==> config.mk <==
export PLATFORM = sky130hd
export DESIGN_NAME = mmd_decoder
export DESIGN_NICKNAME = d
export VERILOG_FILES = /design/src/core/mmd_pkg.sv /design/src/core/mmd_decoder.sv
export SDC_FILE = /design/constraint.sdc
export NUM_CORES = 1
export LEC_CHECK = 0
export ABC_AREA = 0
export BUFFER_PORTS_ARGS = -buffer_cell sky130_fd_sc_hd__buf_2
export CELL_PAD_IN_SITES_DETAIL_PLACEMENT = 1
export CELL_PAD_IN_SITES_GLOBAL_PLACEMENT = 1
export CORE_MARGIN = 2
export CORE_UTILIZATION = 36
export DETAILED_ROUTE_END_ITERATION = 12
export PLACE_DENSITY = 0.86
export SETUP_SLACK_MARGIN = 0.4
export SLEW_MARGIN = 20
export SYNTH_ARGS = -nofsm -noshare
export SYNTH_HDL_FRONTEND = slang
export SYNTH_SLANG_ARGS = --single-unit
==> constraint.sdc <==
create_clock -name hclk -period 2.35 [get_ports hclk]
set_input_delay 0.3525 -clock hclk [delete_from_list [all_inputs] [get_ports hclk]]
set_output_delay 0.3525 -clock hclk [all_outputs]
set_load 0.005 [all_outputs]
==> src/core/mmd_pkg.sv <==
// Purpose: shared constants of the memory map decoder
// Assumes: AHB-Lite register port, 32-bit data, word aligned registers
// Notes: register offsets are byte addresses
package mmd_pkg;
	// register byte offsets
	localparam logic [7:0] MMD_OFS_FLASH_CFG = 8'h00;
	localparam logic [7:0] MMD_OFS_AUX_CTRL = 8'h04;
	localparam logic [7:0] MMD_OFS_AUX_SECOND = 8'h08;
	localparam logic [7:0] MMD_OFS_DATA_POINTER_ZERO = 8'h0C;
	localparam logic [7:0] MMD_OFS_DATA_POINTER_ONE = 8'h10;
	localparam logic [7:0] MMD_OFS_AUX_INC = 8'h14;
	localparam logic [7:0] MMD_OFS_STATUS = 8'h18;
	// field positions
	localparam int MMD_BIT_BSEL_LO = 0;
	localparam int MMD_BIT_BSEL_HI = 1;
	localparam int MMD_BIT_XRAM_DIS = 0;
	localparam int MMD_BIT_PTR_SEL = 0;
	localparam int MMD_BIT_GEN_FLAG = 3;
	// reset values
	localparam logic [1:0] MMD_RST_BSEL = 2'h0;
	localparam logic MMD_RST_XRAM_DIS = 1'b0;
	localparam logic MMD_RST_PTR_SEL = 1'b0;
	localparam logic [15:0] MMD_RST_DATA_POINTER = 16'h0000;
	// address map figures
	localparam int MMD_SECTOR_BITS = 7;
	localparam logic [15:0] MMD_OVERLAY_TOP = 16'h1FFF;
	localparam logic [15:0] MMD_XRAM_LIMIT = 16'h0300;
	localparam logic [7:0] MMD_LOWER_RAM_TOP = 8'h7F;
	// reset causes as reported by the reset controller
	typedef enum logic [1:0] {
		MMD_CAUSE_POWER = 2'b00,
		MMD_CAUSE_EXTERNAL = 2'b01,
		MMD_CAUSE_WATCHDOG = 2'b10,
		MMD_CAUSE_SOFTWARE = 2'b11
	} mmd_cause_t;
	// start-up bit encoding
	localparam logic MMD_STARTUP_PROGRAMMED = 1'b0;
endpackage : mmd_pkg

==> src/core/mmd_decoder.sv <==
// Purpose: program, internal data and external data address decoder
// Assumes: one clock hclk at 100 MHz, AHB-Lite register slave
// Notes: routing results are registered one cycle after the request
//
// Functional notes
// - primary flash block is 512 sectors of 128 bytes each.
// - secondary flash block is 64 sectors of 128 bytes each.
// - low seven address bits pick byte, upper bits pick sector.
// - select 01, 10 or 11 hides secondary block from fetch.
// - select 00 fetches 0000H-1FFFH from secondary block, rest primary.
// - select loads from reset cause and start-up bit at reset; software may change low bit.
// - reset cause decides high bit; start-up bit decides low bit.
// - start-up bit reads 0 when programmed, 1 when unprogrammed.
// - low RAM direct or indirect; upper half indirect RAM, direct registers.
// - above 7FH indirect goes to upper RAM, direct to special registers.
// - disable clear, external moves below 0300H reach 768 on-chip bytes.
// - disable clear, wide moves 0300H-FFFFH go external with strobes.
// - disable clear, narrow moves reach on-chip bytes 0-0FFH, no strobes.
// - disable set, all external moves go out with strobes asserted.
// - stack accesses always stay in the 256 internal RAM bytes.
// - two 16-bit data pointers, chosen by the pointer select bit.
// - incrementing the second aux register toggles the pointer select.
`timescale 1ns/1ns
module mmd_decoder #(
	parameter int PRIMARY_SECTORS = 512,
	parameter int SECONDARY_SECTORS = 64
) (
	input wire logic hclk,
	input wire logic hresetn,
	input wire logic por_resetn,
	input wire mmd_pkg::mmd_cause_t reset_cause,
	input wire logic startup_block_bit,
	// register bus
	input wire logic hsel,
	input wire logic [31:0] haddr,
	input wire logic [1:0] htrans,
	input wire logic hwrite,
	input wire logic [2:0] hsize,
	input wire logic hready,
	input wire logic [31:0] hwdata,
	output logic [31:0] hrdata,
	output logic hreadyout,
	output logic hresp,
	// program fetch and in-application programming
	input wire logic fetch_valid,
	input wire logic [15:0] fetch_addr,
	input wire logic iap_valid,
	input wire logic iap_secondary,
	input wire logic [15:0] iap_addr,
	output logic flash_valid,
	output logic flash_secondary,
	output logic flash_in_range,
	output logic [8:0] flash_sector,
	output logic [6:0] flash_byte,
	// internal data space
	input wire logic data_valid,
	input wire logic data_indirect,
	input wire logic data_stack,
	input wire logic [7:0] data_addr,
	output logic ram_select,
	output logic special_register_select,
	output logic [7:0] internal_addr,
	// external moves
	input wire logic xmove_valid,
	input wire logic xmove_wide,
	input wire logic xmove_write,
	input wire logic [7:0] xmove_reg_addr,
	output logic onchip_xram_select,
	output logic [9:0] onchip_xram_addr,
	output logic ext_rd_n,
	output logic ext_wr_n,
	output logic port_zero_drive,
	output logic [7:0] port_zero_addr,
	output logic port_two_drive,
	output logic [7:0] port_two_addr,
	output logic [15:0] data_pointer
);
	import mmd_pkg::*;

	localparam int PSEC_W = $clog2(PRIMARY_SECTORS);
	localparam int SSEC_W = $clog2(SECONDARY_SECTORS);

	// register state
	logic bsel_lo_reg;
	logic bsel_hi_reg;
	logic init_done_reg;
	mmd_cause_t cause_reg;
	logic startup_seen_reg;
	logic onchip_xram_disable;
	logic pointer_select;
	logic gen_flag_reg;
	logic [15:0] data_pointer_zero;
	logic [15:0] data_pointer_one;
	// bus state
	logic wr_pend_reg;
	logic rd_pend_reg;
	logic [7:0] addr_reg;

	// sector number of a program address within its block
	function automatic logic [8:0] sector_of(input logic [15:0] a);
		sector_of = a[15:MMD_SECTOR_BITS];
	endfunction : sector_of

	// bus decode
	wire bus_take = hsel && hready && htrans[1];
	wire take_wr = bus_take && hwrite;
	wire take_rd = bus_take && !hwrite;
	wire wr_cfg = wr_pend_reg && (addr_reg == MMD_OFS_FLASH_CFG);
	wire wr_aux = wr_pend_reg && (addr_reg == MMD_OFS_AUX_CTRL);
	wire wr_aux2 = wr_pend_reg && (addr_reg == MMD_OFS_AUX_SECOND);
	wire wr_dp0 = wr_pend_reg && (addr_reg == MMD_OFS_DATA_POINTER_ZERO);
	wire wr_dp1 = wr_pend_reg && (addr_reg == MMD_OFS_DATA_POINTER_ONE);
	wire wr_inc = wr_pend_reg && (addr_reg == MMD_OFS_AUX_INC);

	// read mux, unmapped words read as zero
	logic [31:0] rd_value;
	always_comb begin
		rd_value = 32'h0000_0000;
		case (addr_reg)
			MMD_OFS_FLASH_CFG: rd_value[1:0] = {bsel_hi_reg, bsel_lo_reg};
			MMD_OFS_AUX_CTRL: rd_value[MMD_BIT_XRAM_DIS] = onchip_xram_disable;
			MMD_OFS_AUX_SECOND: begin
				rd_value[MMD_BIT_PTR_SEL] = pointer_select;
				rd_value[MMD_BIT_GEN_FLAG] = gen_flag_reg;
			end
			MMD_OFS_DATA_POINTER_ZERO: rd_value[15:0] = data_pointer_zero;
			MMD_OFS_DATA_POINTER_ONE: rd_value[15:0] = data_pointer_one;
			MMD_OFS_STATUS: rd_value[3:0] = {startup_seen_reg, cause_reg,
				init_done_reg};
			default: rd_value = 32'h0000_0000;
		endcase
	end

	// bus phase tracking; a read takes one wait state so that a write in
	// the preceding data phase is already visible
	always_ff @(posedge hclk or negedge hresetn) begin
		if (!hresetn) begin
			wr_pend_reg <= 1'b0;
			rd_pend_reg <= 1'b0;
			addr_reg <= 8'h00;
			hreadyout <= 1'b1;
			hrdata <= 32'h0000_0000;
		end else begin
			wr_pend_reg <= take_wr;
			rd_pend_reg <= take_rd;
			if (bus_take) begin
				addr_reg <= {haddr[7:2], 2'b00};
			end
			hreadyout <= !take_rd;
			if (rd_pend_reg) begin
				hrdata <= rd_value;
			end
		end
	end

	// response is always OKAY
	always_ff @(posedge hclk or negedge hresetn) begin
		if (!hresetn) begin
			hresp <= 1'b0;
		end else begin
			hresp <= 1'b0;
		end
	end

	// the high select bit survives watchdog resets; power-on and external resets
	// clear it and software resets set it, loaded once at the first edge after hresetn release
	always_ff @(posedge hclk or negedge por_resetn) begin
		if (!por_resetn) begin
			bsel_hi_reg <= MMD_RST_BSEL[MMD_BIT_BSEL_HI];
		end else if (!init_done_reg && hresetn) begin
			case (reset_cause)
				MMD_CAUSE_POWER: bsel_hi_reg <= 1'b0;
				MMD_CAUSE_EXTERNAL: bsel_hi_reg <= 1'b0;
				MMD_CAUSE_SOFTWARE: bsel_hi_reg <= 1'b1;
				default: bsel_hi_reg <= bsel_hi_reg; // watchdog
			endcase
		end
	end

	// low select bit: start-up bit at release, software afterwards
	always_ff @(posedge hclk or negedge hresetn) begin
		if (!hresetn) begin
			bsel_lo_reg <= MMD_RST_BSEL[MMD_BIT_BSEL_LO];
			init_done_reg <= 1'b0;
			cause_reg <= MMD_CAUSE_POWER;
			startup_seen_reg <= 1'b1;
		end else if (!init_done_reg) begin
			// programmed start-up bit (0) selects the 01 and x1 values
			bsel_lo_reg <= (startup_block_bit == MMD_STARTUP_PROGRAMMED);
			startup_seen_reg <= startup_block_bit;
			cause_reg <= reset_cause;
			init_done_reg <= 1'b1;
		end else if (wr_cfg) begin
			// the nonvolatile bit is an input only, so it never changes here
			bsel_lo_reg <= hwdata[MMD_BIT_BSEL_LO];
		end
	end

	// control registers and the two data pointers
	always_ff @(posedge hclk or negedge hresetn) begin
		if (!hresetn) begin
			onchip_xram_disable <= MMD_RST_XRAM_DIS;
			pointer_select <= MMD_RST_PTR_SEL;
			gen_flag_reg <= 1'b0;
			data_pointer_zero <= MMD_RST_DATA_POINTER;
			data_pointer_one <= MMD_RST_DATA_POINTER;
		end else begin
			if (wr_aux) begin
				onchip_xram_disable <= hwdata[MMD_BIT_XRAM_DIS];
			end
			if (wr_aux2) begin
				pointer_select <= hwdata[MMD_BIT_PTR_SEL];
				gen_flag_reg <= hwdata[MMD_BIT_GEN_FLAG];
			end else if (wr_inc) begin
				// bit 1 is not built, so the carry dies and bit 0 toggles
				pointer_select <= !pointer_select;
			end
			if (wr_dp0) begin
				data_pointer_zero <= hwdata[15:0];
			end
			if (wr_dp1) begin
				data_pointer_one <= hwdata[15:0];
			end
		end
	end

	// program space routing, evaluated from the current select each access
	wire overlay_on = !bsel_hi_reg && !bsel_lo_reg;
	wire fetch_low = fetch_addr <= MMD_OVERLAY_TOP;
	wire fetch_sec = overlay_on && fetch_low;
	wire iap_low = iap_addr <= MMD_OVERLAY_TOP;
	// secondary block by programming is only reachable in its 8K window
	wire iap_ok = !iap_secondary || iap_low;
	wire [15:0] prog_addr = iap_valid ? iap_addr : fetch_addr;
	wire prog_sec = iap_valid ? iap_secondary : fetch_sec;
	wire [8:0] prog_sector = sector_of(prog_addr);
	wire [8:0] sec_sector = {{(9 - SSEC_W){1'b0}},
		prog_sector[SSEC_W-1:0]};
	wire [8:0] pri_sector = prog_sector[PSEC_W-1:0];

	// programming has priority over a fetch in the same cycle
	always_ff @(posedge hclk or negedge hresetn) begin
		if (!hresetn) begin
			flash_valid <= 1'b0;
			flash_secondary <= 1'b0;
			flash_in_range <= 1'b0;
			flash_sector <= 9'h000;
			flash_byte <= 7'h00;
		end else begin
			flash_valid <= fetch_valid || iap_valid;
			flash_secondary <= prog_sec;
			flash_in_range <= iap_valid ? iap_ok : 1'b1;
			flash_sector <= prog_sec ? sec_sector : pri_sector;
			flash_byte <= prog_addr[MMD_SECTOR_BITS-1:0];
		end
	end

	// internal data space: upper half splits by addressing style
	wire upper_half = data_addr > MMD_LOWER_RAM_TOP;
	// stack accesses act as indirect and never leave internal RAM
	wire as_indirect = data_indirect || data_stack;
	wire to_sfr = upper_half && !as_indirect;
	always_ff @(posedge hclk or negedge hresetn) begin
		if (!hresetn) begin
			ram_select <= 1'b0;
			special_register_select <= 1'b0;
			internal_addr <= 8'h00;
		end else begin
			ram_select <= data_valid && !to_sfr;
			special_register_select <= data_valid && to_sfr;
			internal_addr <= data_addr;
		end
	end

	// external move routing with the selected pointer
	wire [15:0] cur_pointer = pointer_select ? data_pointer_one
		: data_pointer_zero;
	wire wide_onchip = cur_pointer < MMD_XRAM_LIMIT;
	wire use_onchip = !onchip_xram_disable
		&& (!xmove_wide || wide_onchip);
	wire go_ext = xmove_valid && !use_onchip;
	wire [9:0] xram_target = xmove_wide ? cur_pointer[9:0]
		: {2'b00, xmove_reg_addr}; // narrow form stays below 100H
	always_ff @(posedge hclk or negedge hresetn) begin
		if (!hresetn) begin
			onchip_xram_select <= 1'b0;
			onchip_xram_addr <= 10'h000;
			ext_rd_n <= 1'b1;
			ext_wr_n <= 1'b1;
			port_zero_drive <= 1'b0;
			port_zero_addr <= 8'h00;
			port_two_drive <= 1'b0;
			port_two_addr <= 8'h00;
			data_pointer <= MMD_RST_DATA_POINTER;
		end else begin
			onchip_xram_select <= xmove_valid && use_onchip;
			onchip_xram_addr <= xram_target;
			ext_rd_n <= !(go_ext && !xmove_write);
			ext_wr_n <= !(go_ext && xmove_write);
			port_zero_drive <= go_ext;
			port_zero_addr <= xmove_wide ? cur_pointer[7:0]
				: xmove_reg_addr;
			port_two_drive <= go_ext && xmove_wide;
			port_two_addr <= cur_pointer[15:8];
			data_pointer <= cur_pointer;
		end
	end
endmodule : mmd_decoder

==> impl_metrics.toml, run 1 <==
[logic_synthesis]
synthTopCellsByArea = "dfrtp_1 (58%), mux2_2 (15%), buf_4 (4.7%), mux2_4 (2.9%), dfstp_2 (2.0%)"
synth_warnings = 0
synth-compound-area-share = 0.0693
synth.largest_area_cell = "dfrtp_1"
synthArstFlopShare = 1.00
synthCells = 392
synth-simple-area-share = 0.0629
synth_top_family_by_area = "multiplexers"
synth.distinct_cells = 52
yosysMostFrequentCell = "dfrtp_1"
synth_mux_area_frac = 0.192
yosysSeqAreaShare = 0.601
synth_xor_xnor_area_share = 0.00167
synthTopCellsByCount = "dfrtp_1 (122), mux2_2 (69), buf_4 (33)"
synth_area_per_cell_um2 = 13.4
synthAdderAreaFrac = 0
yosys_most_used_dff = "dfrtp_1"
synth_top_area_frac = 0.581
synth_edf_count = 0
synth_area_um2 = 5250
ys_ff_latch = 126

[worst_setup_path]
crit_type = "flip-flop to flip-flop"
cp-start-kind = "flip-flop"
slowest_stage = "or4b_1"
reg2reg_slack_ns = 0.50
cp.arrival_ns = 2.14
crit_path_end_kind = "flip-flop"
required_ns = 2.64
reg2reg_to = "gen_flag_reg$_DFFE_PN0P_"
reg2reg_from = "wr_pend_reg$_DFF_PN0_"
crit_path_max_incr_delay_ns = 0.61
cp_max_fo = 6
crit_chain = "or4b_1 -> nor4_1 -> mux2_2"
reg2regPathDepth = 3

[floorplanning]
io_pins = 245
die_h_um = 125
die_width_um = 125
initial_utilization = 0.365
die_area_um2 = 15600
rows = 44
coreArea_um2 = 14400

[timing]
setup-violations-final = 0
worstMarginPinSlew_ns = 0.739
hold_viol_final = 0
final_max_slew_viol_count = 0
rsz0062_at_grt = "false"
setup_tns_ns = 0
finalCritPeriodShare = 0.789
layout_min_cycle_time_ns = 1.85
max_freq_ghz = 0.540
worst_slack_ns = 0.497
slew_headroom = 0.508
fin_worst_skew_ns = 0.00619

[global_route]
grt_pass1_vias = 4095
antenna_found_initial = 1
grt_usage = 0.177
grt_first_pass_wirelength_um = 21500
grt_remaining_overflow = 0
grt_max_degree = 54

[route]
firstDrtPassIters = 6
drc = 0
drtIter0Drc = 138
totalWireLength_um = 13400
vias = 3709
wire_per_inst_um = 17.5
drtAntennaViolNets = 0
drt-vias-per-instance = 4.85

[pwr]
fin_total_pwr_uw = 5860
ir_drop_mv = 0.442
leakagePower_uw = 0.00330
p_per_area_nw_per_um2 = 859

[outcome]
status = "completed"

[min_path]
min_to = "internal_addr[1]$_DFF_PN0_"
whs_path_depth = 1
hold_class = "input pin to flip-flop"
hold_start = "data_addr[1]"

[placed_design]
placed_area_um2 = 6200
io_buffer_count = 181
place.detailed.hpwl_um = 9580
gp_congestion = 0.828
post-place-ws_ns = 0.506

[clocking]
clockRootBuffer = "clkbuf_16"
cts_buffer_depth = 2
clkLatencyLatePin_ns = 0.41
cts_setup_buffers = 0
cts_sinks = 126
cts.clk_slew.worst_paths_ns = 0.06
cts_buffers = 17
cts_tree = "built"
h-tree-depth = 4

[cells_and_area]
drive_gt1_frac = 0.539
area_growth_syn_to_layout_pct = 29.8
nets = 702
final_area_um2 = 6820

[job]
maxCapViolCount = 0
[stage by stage]
stage          utilization  instances  hold WS [ns]
2_1_floorplan            -        408        0.0569
3_5_place_dp         0.432        730         0.129
3_3_place_gp         0.432        730         0.128
5_1_grt              0.474        764        0.0191
6_report             0.474        764        0.0503
4_1_cts              0.474        763        0.0251
[cells by family after synthesis]
group	count (synthesis)
muxes	86
buffers and inverters	63
other	2
AOI/OAI and AO/OA	56
and+or+nand+nor	58
DFF	126
xor gates and xnor gates	1
[per-layer routing]
metal / vias up / global-route usage / wire, µm
met5: - / 0 / 0
met4: 0 / 0.0654 / 255
met3: 23 / 0.0576 / 730
met2: 127 / 0.306 / 7140
met1: 1884 / 0.206 / 5280
li1: 1675 / - / -
[critical path: cells and delay by family (launching register included)]
kind | cells | cell delay (ns)
mux | 1 | 0.38
simple gates | 2 | 0.89
flops | 1 | 0.47
[layout make-up]
cell class | count | area, µm²
multi-input combinational | 219 | 1790
antenna | 1 | 2.50
sequential | 126 | 3160
clock buffer | 19 | 443
fill | 1561 | 7550
timing repair buffer | 192 | 1010
clock inverter | 12 | 145
tap | 184 | 230
inverter | 11 | 41.3
[worst max-delay path by stage]
| stage | cells after the start | end | from | slack [ns] |
|---|---|---|---|---|
| 3_3_place_gp | 4 | data_pointer_zero[10]$_DFFE_PN0P_ | addr_reg[4]$_DFFE_PN0P_ | 0.56 |
| 3_5_place_dp | 4 | data_pointer_zero[0]$_DFFE_PN0P_ | addr_reg[4]$_DFFE_PN0P_ | 0.51 |
| 4_1_cts | 3 | gen_flag_reg$_DFFE_PN0P_ | addr_reg[7]$_DFFE_PN0P_ | 0.48 |
| 6_report | 3 | gen_flag_reg$_DFFE_PN0P_ | wr_pend_reg$_DFF_PN0_ | 0.50 |
| 5_1_grt | 3 | gen_flag_reg$_DFFE_PN0P_ | addr_reg[7]$_DFFE_PN0P_ | 0.42 |
| 2_1_floorplan | 5 | data_pointer_one[10]$_DFFE_PN0P_ | addr_reg[7]$_DFFE_PN0P_ | 0.60 |
[layout by cell type, fill, tap and decap left out, types with 6 or more instances in the layout]
master and n:
o21ai_0 6, dfrtp_1 122, conb_1 18, buf_2 180
a22oi_1 12, mux2_4 10, nand2_1 7, nor2_1 18
clkbuf_16 17, mux2i_1 6, inv_1 11, a21oi_1 16
mux2_2 69, buf_4 8
[where the power goes]
group | leakage [µW] | total [µW] | internal, µW | switching (µW)
Sequential | 0.00149 | 2550 | 2390 | 164
Combinational | 0.00152 | 696 | 367 | 329
Clock | 0.000280 | 2610 | 1680 | 932
[repair_timing]
| action | CTS | global route |
|---|---|---|
| hold buffers | 2 | 0 |
| resized for setup | 0 | 1 |
| endpoints found under the setup margin | 0 | 16 |
| endpoints found under the hold margin | 31 | 0 |
No activity file was read; power rests on OpenSTA's default activity.
==> run 2, diff against run 1 <==
- ABC_AREA: 0 -> 1
- CORE_UTILIZATION: 36 -> 34
- clock period: 2.35 -> 1.9 ns (I/O delays scaled with it)
==> run 2 against run 1 <==
  * Die area is 8.8% higher
  * Register-to-register slack got worse by 0.09 ns
  * Total power up 11%
  * Synthesized cell count rose by 47%
  * Critical path depth grew 2
  * Global-route usage down 0.20 points
  * Area after synthesis rose by 3.0%
  * Utilization decreased by 1.2 points
  * Largest cell class unchanged
  * Largest power group is now sequential cells
==> impl_metrics.toml, run 2 <==
[global_route]
antenna_found_initial = 1
grt_first_pass_wirelength_um = 22700
grt_max_degree = 83
grt_remaining_overflow = 0
grt_usage = 0.175
grt_pass1_vias = 4537

[timing]
fin_worst_skew_ns = 0.00615
final_max_slew_viol_count = 0
finalCritPeriodShare = 0.784
worstMarginPinSlew_ns = 0.584
hold_viol_final = 0
slew_headroom = 0.607
whs_ns = 0.0430
layout_min_cycle_time_ns = 1.49
setup_tns_ns = 0
max_freq_ghz = 0.672
setup-violations-final = 0
rsz0062_at_grt = "true"
worst_slack_ns = 0.411

[logic_synthesis]
synthAdderAreaFrac = 0
synth_top_area_frac = 0.564
synth-simple-area-share = 0.189
ys_ff_latch = 126
synth_edf_count = 0
synth_top_family_by_area = "simple AND/OR/NAND/NOR gates"
synth_area_per_cell_um2 = 9.39
synth_mux_area_frac = 0
synthCells = 576
yosysMostFrequentCell = "nand2_1"
synth_warnings = 0
yosys_most_used_dff = "dfrtp_1"
synth_xor_xnor_area_share = 0
yosysSeqAreaShare = 0.584
synth.largest_area_cell = "dfrtp_1"
synth.distinct_cells = 32
synthTopCellsByArea = "dfrtp_1 (56%), nand2_1 (13%), buf_4 (4.6%), inv_1 (4.4%), o21ai_2 (4.4%)"
synth_area_um2 = 5410
synthTopCellsByCount = "nand2_1 (182), dfrtp_1 (122), inv_1 (63)"
synth-compound-area-share = 0.109
synthArstFlopShare = 1.00

[floorplanning]
coreArea_um2 = 15700
die_width_um = 130
io_pins = 245
rows = 46
die_area_um2 = 16900
die_h_um = 130
initial_utilization = 0.344

[clocking]
cts.clk_slew.worst_paths_ns = 0.05
cts_buffers = 17
cts_sinks = 126
clkLatencyLatePin_ns = 0.42
cts_buffer_depth = 2
clockRootBuffer = "clkbuf_16"
h-tree-depth = 4
cts_tree = "built"

[route]
totalWireLength_um = 15500
drtIter0Drc = 209
firstDrtPassIters = 4
drtAntennaViolNets = 0
drc = 0
wire_per_inst_um = 15.4
vias = 4565
drt-vias-per-instance = 4.54

[cells_and_area]
fillers = 1857
nets = 911
mostFrequentLayoutCells = "buf_2 (180), nand2_1 (175), dfrtp_1 (120), inv_1 (63), nor2_1 (36)"
drive_gt1_frac = 0.371
seq_area_um2 = 3160
area_growth_syn_to_layout_pct = 34.2
multiInputGateArea_um2 = 1790
final_common_cell = "buf_2"

[job]
maxCapViolCount = 0

[placed_design]
gp_congestion = 0.775
post-place-ws_ns = 0.159
io_buffer_count = 181
place.detailed.hpwl_um = 10300

[worst_setup_path]
required_ns = 2.25
crit_type = "flip-flop to flip-flop"
cp_max_fo = 9
cp.arrival_ns = 1.84
crit_path_end_kind = "flip-flop"
cp-start-kind = "flip-flop"

[pwr]
fin_total_pwr_uw = 6500
leakagePower_uw = 0.00385
p_per_area_nw_per_um2 = 895
ir_drop_mv = 0.620

[outcome]
status = "completed"

[min_path]
hold_class = "input pin to flip-flop"
## run 2: cell count changes after synthesis, sizes merged, moves of 4 or more
cell / change
clkbuf: -4
nand2: +178
nor2b: -4
nor2: +26
mux2: -79
o21ai: +48
buf: +4
mux2i: -6
nor3: -4
a21oi: -6
inv: +53
## run 2: critical path, cell delays in order, from the launching register on
cell and delay, ns:
dfrtp_2 0.47, buf_12 0.16, buf_4 0.13, o21ai_0 0.48
nand2_1 0.10, nand2_1 0.08
## run 2: metrics by stage
stage | instances | utilization | cell area (µm²)
2_1_floorplan | 592 | - | 5470
3_3_place_gp | 945 | 0.403 | 6330
3_5_place_dp | 945 | 0.403 | 6330
4_1_cts | 995 | 0.451 | 7090
5_1_grt | 1005 | 0.462 | 7260
6_report | 1005 | 0.462 | 7260
## run 2: kinds of logic after synthesis
group           count (synthesis)
other cells                     2
simple gates                  245
compound gates                 87
buf+inv                       116
flops                         126
## run 2: what timing repair did
item / 4_1_cts / 5_1_grt
setup buffers: 7 / 6
endpoints found under the hold margin: 24 / 0
gates cloned: 2 / 3
gates resized for setup: 10 / 23
setup endpoints to repair: 45 / 56
hold buffers: 10 / 0
pin swaps: 2 / 5
## run 2: worst paths after layout
path / endpoint / startpoint / slack [ns] / cells past startpoint
max: port_zero_addr[0]$_DFF_PN0_ / pointer_select$_DFFE_PN0P_ / 0.41 / 5
min: ext_wr_n$_DFF_PN1_ / xmove_write / 0.04 / 2
max reg2reg: port_zero_addr[0]$_DFF_PN0_ / pointer_select$_DFFE_PN0P_ / 0.41 / 5
min reg2reg: hrdata[2]$_DFFE_PN0P_ / hrdata[2]$_DFFE_PN0P_ / 0.48 / 2
max in group asynchronous: ext_rd_n$_DFF_PN1_ / hresetn / 0.86 / 3
min in group asynchronous: bsel_hi_reg$_DFFE_PN0P_ / por_resetn / 0.20 / 2
## run 2: final cells by class
cell class | count | area share
Tap cell | 216 | 0.0372
Inverter | 64 | 0.0334
Antenna cell | 1 | 0.000344
Sequential cell | 126 | 0.435
Clock inverter | 8 | 0.00930
Clock buffer | 23 | 0.0630
Timing Repair inverter | 1 | 0.00103
Timing Repair Buffer | 213 | 0.174
Multi-Input combinational cell | 353 | 0.247
## run 2: power by group
group	internal [µW]	switching [µW]	leakage [µW]
sequential	2840	83.8	0.00137
combinational	275	383	0.00222
clock	1810	1120	0.000260
## run 2: per-layer routing
| metal | track usage | wire length [µm] | vias up |
|---|---|---|---|
| met5 | 0 | 0 | - |
| met4 | 0.0670 | 272 | 0 |
| met3 | 0.0435 | 787 | 22 |
| met2 | 0.302 | 8150 | 127 |
| met1 | 0.212 | 6250 | 2261 |
| li1 | - | - | 2155 |
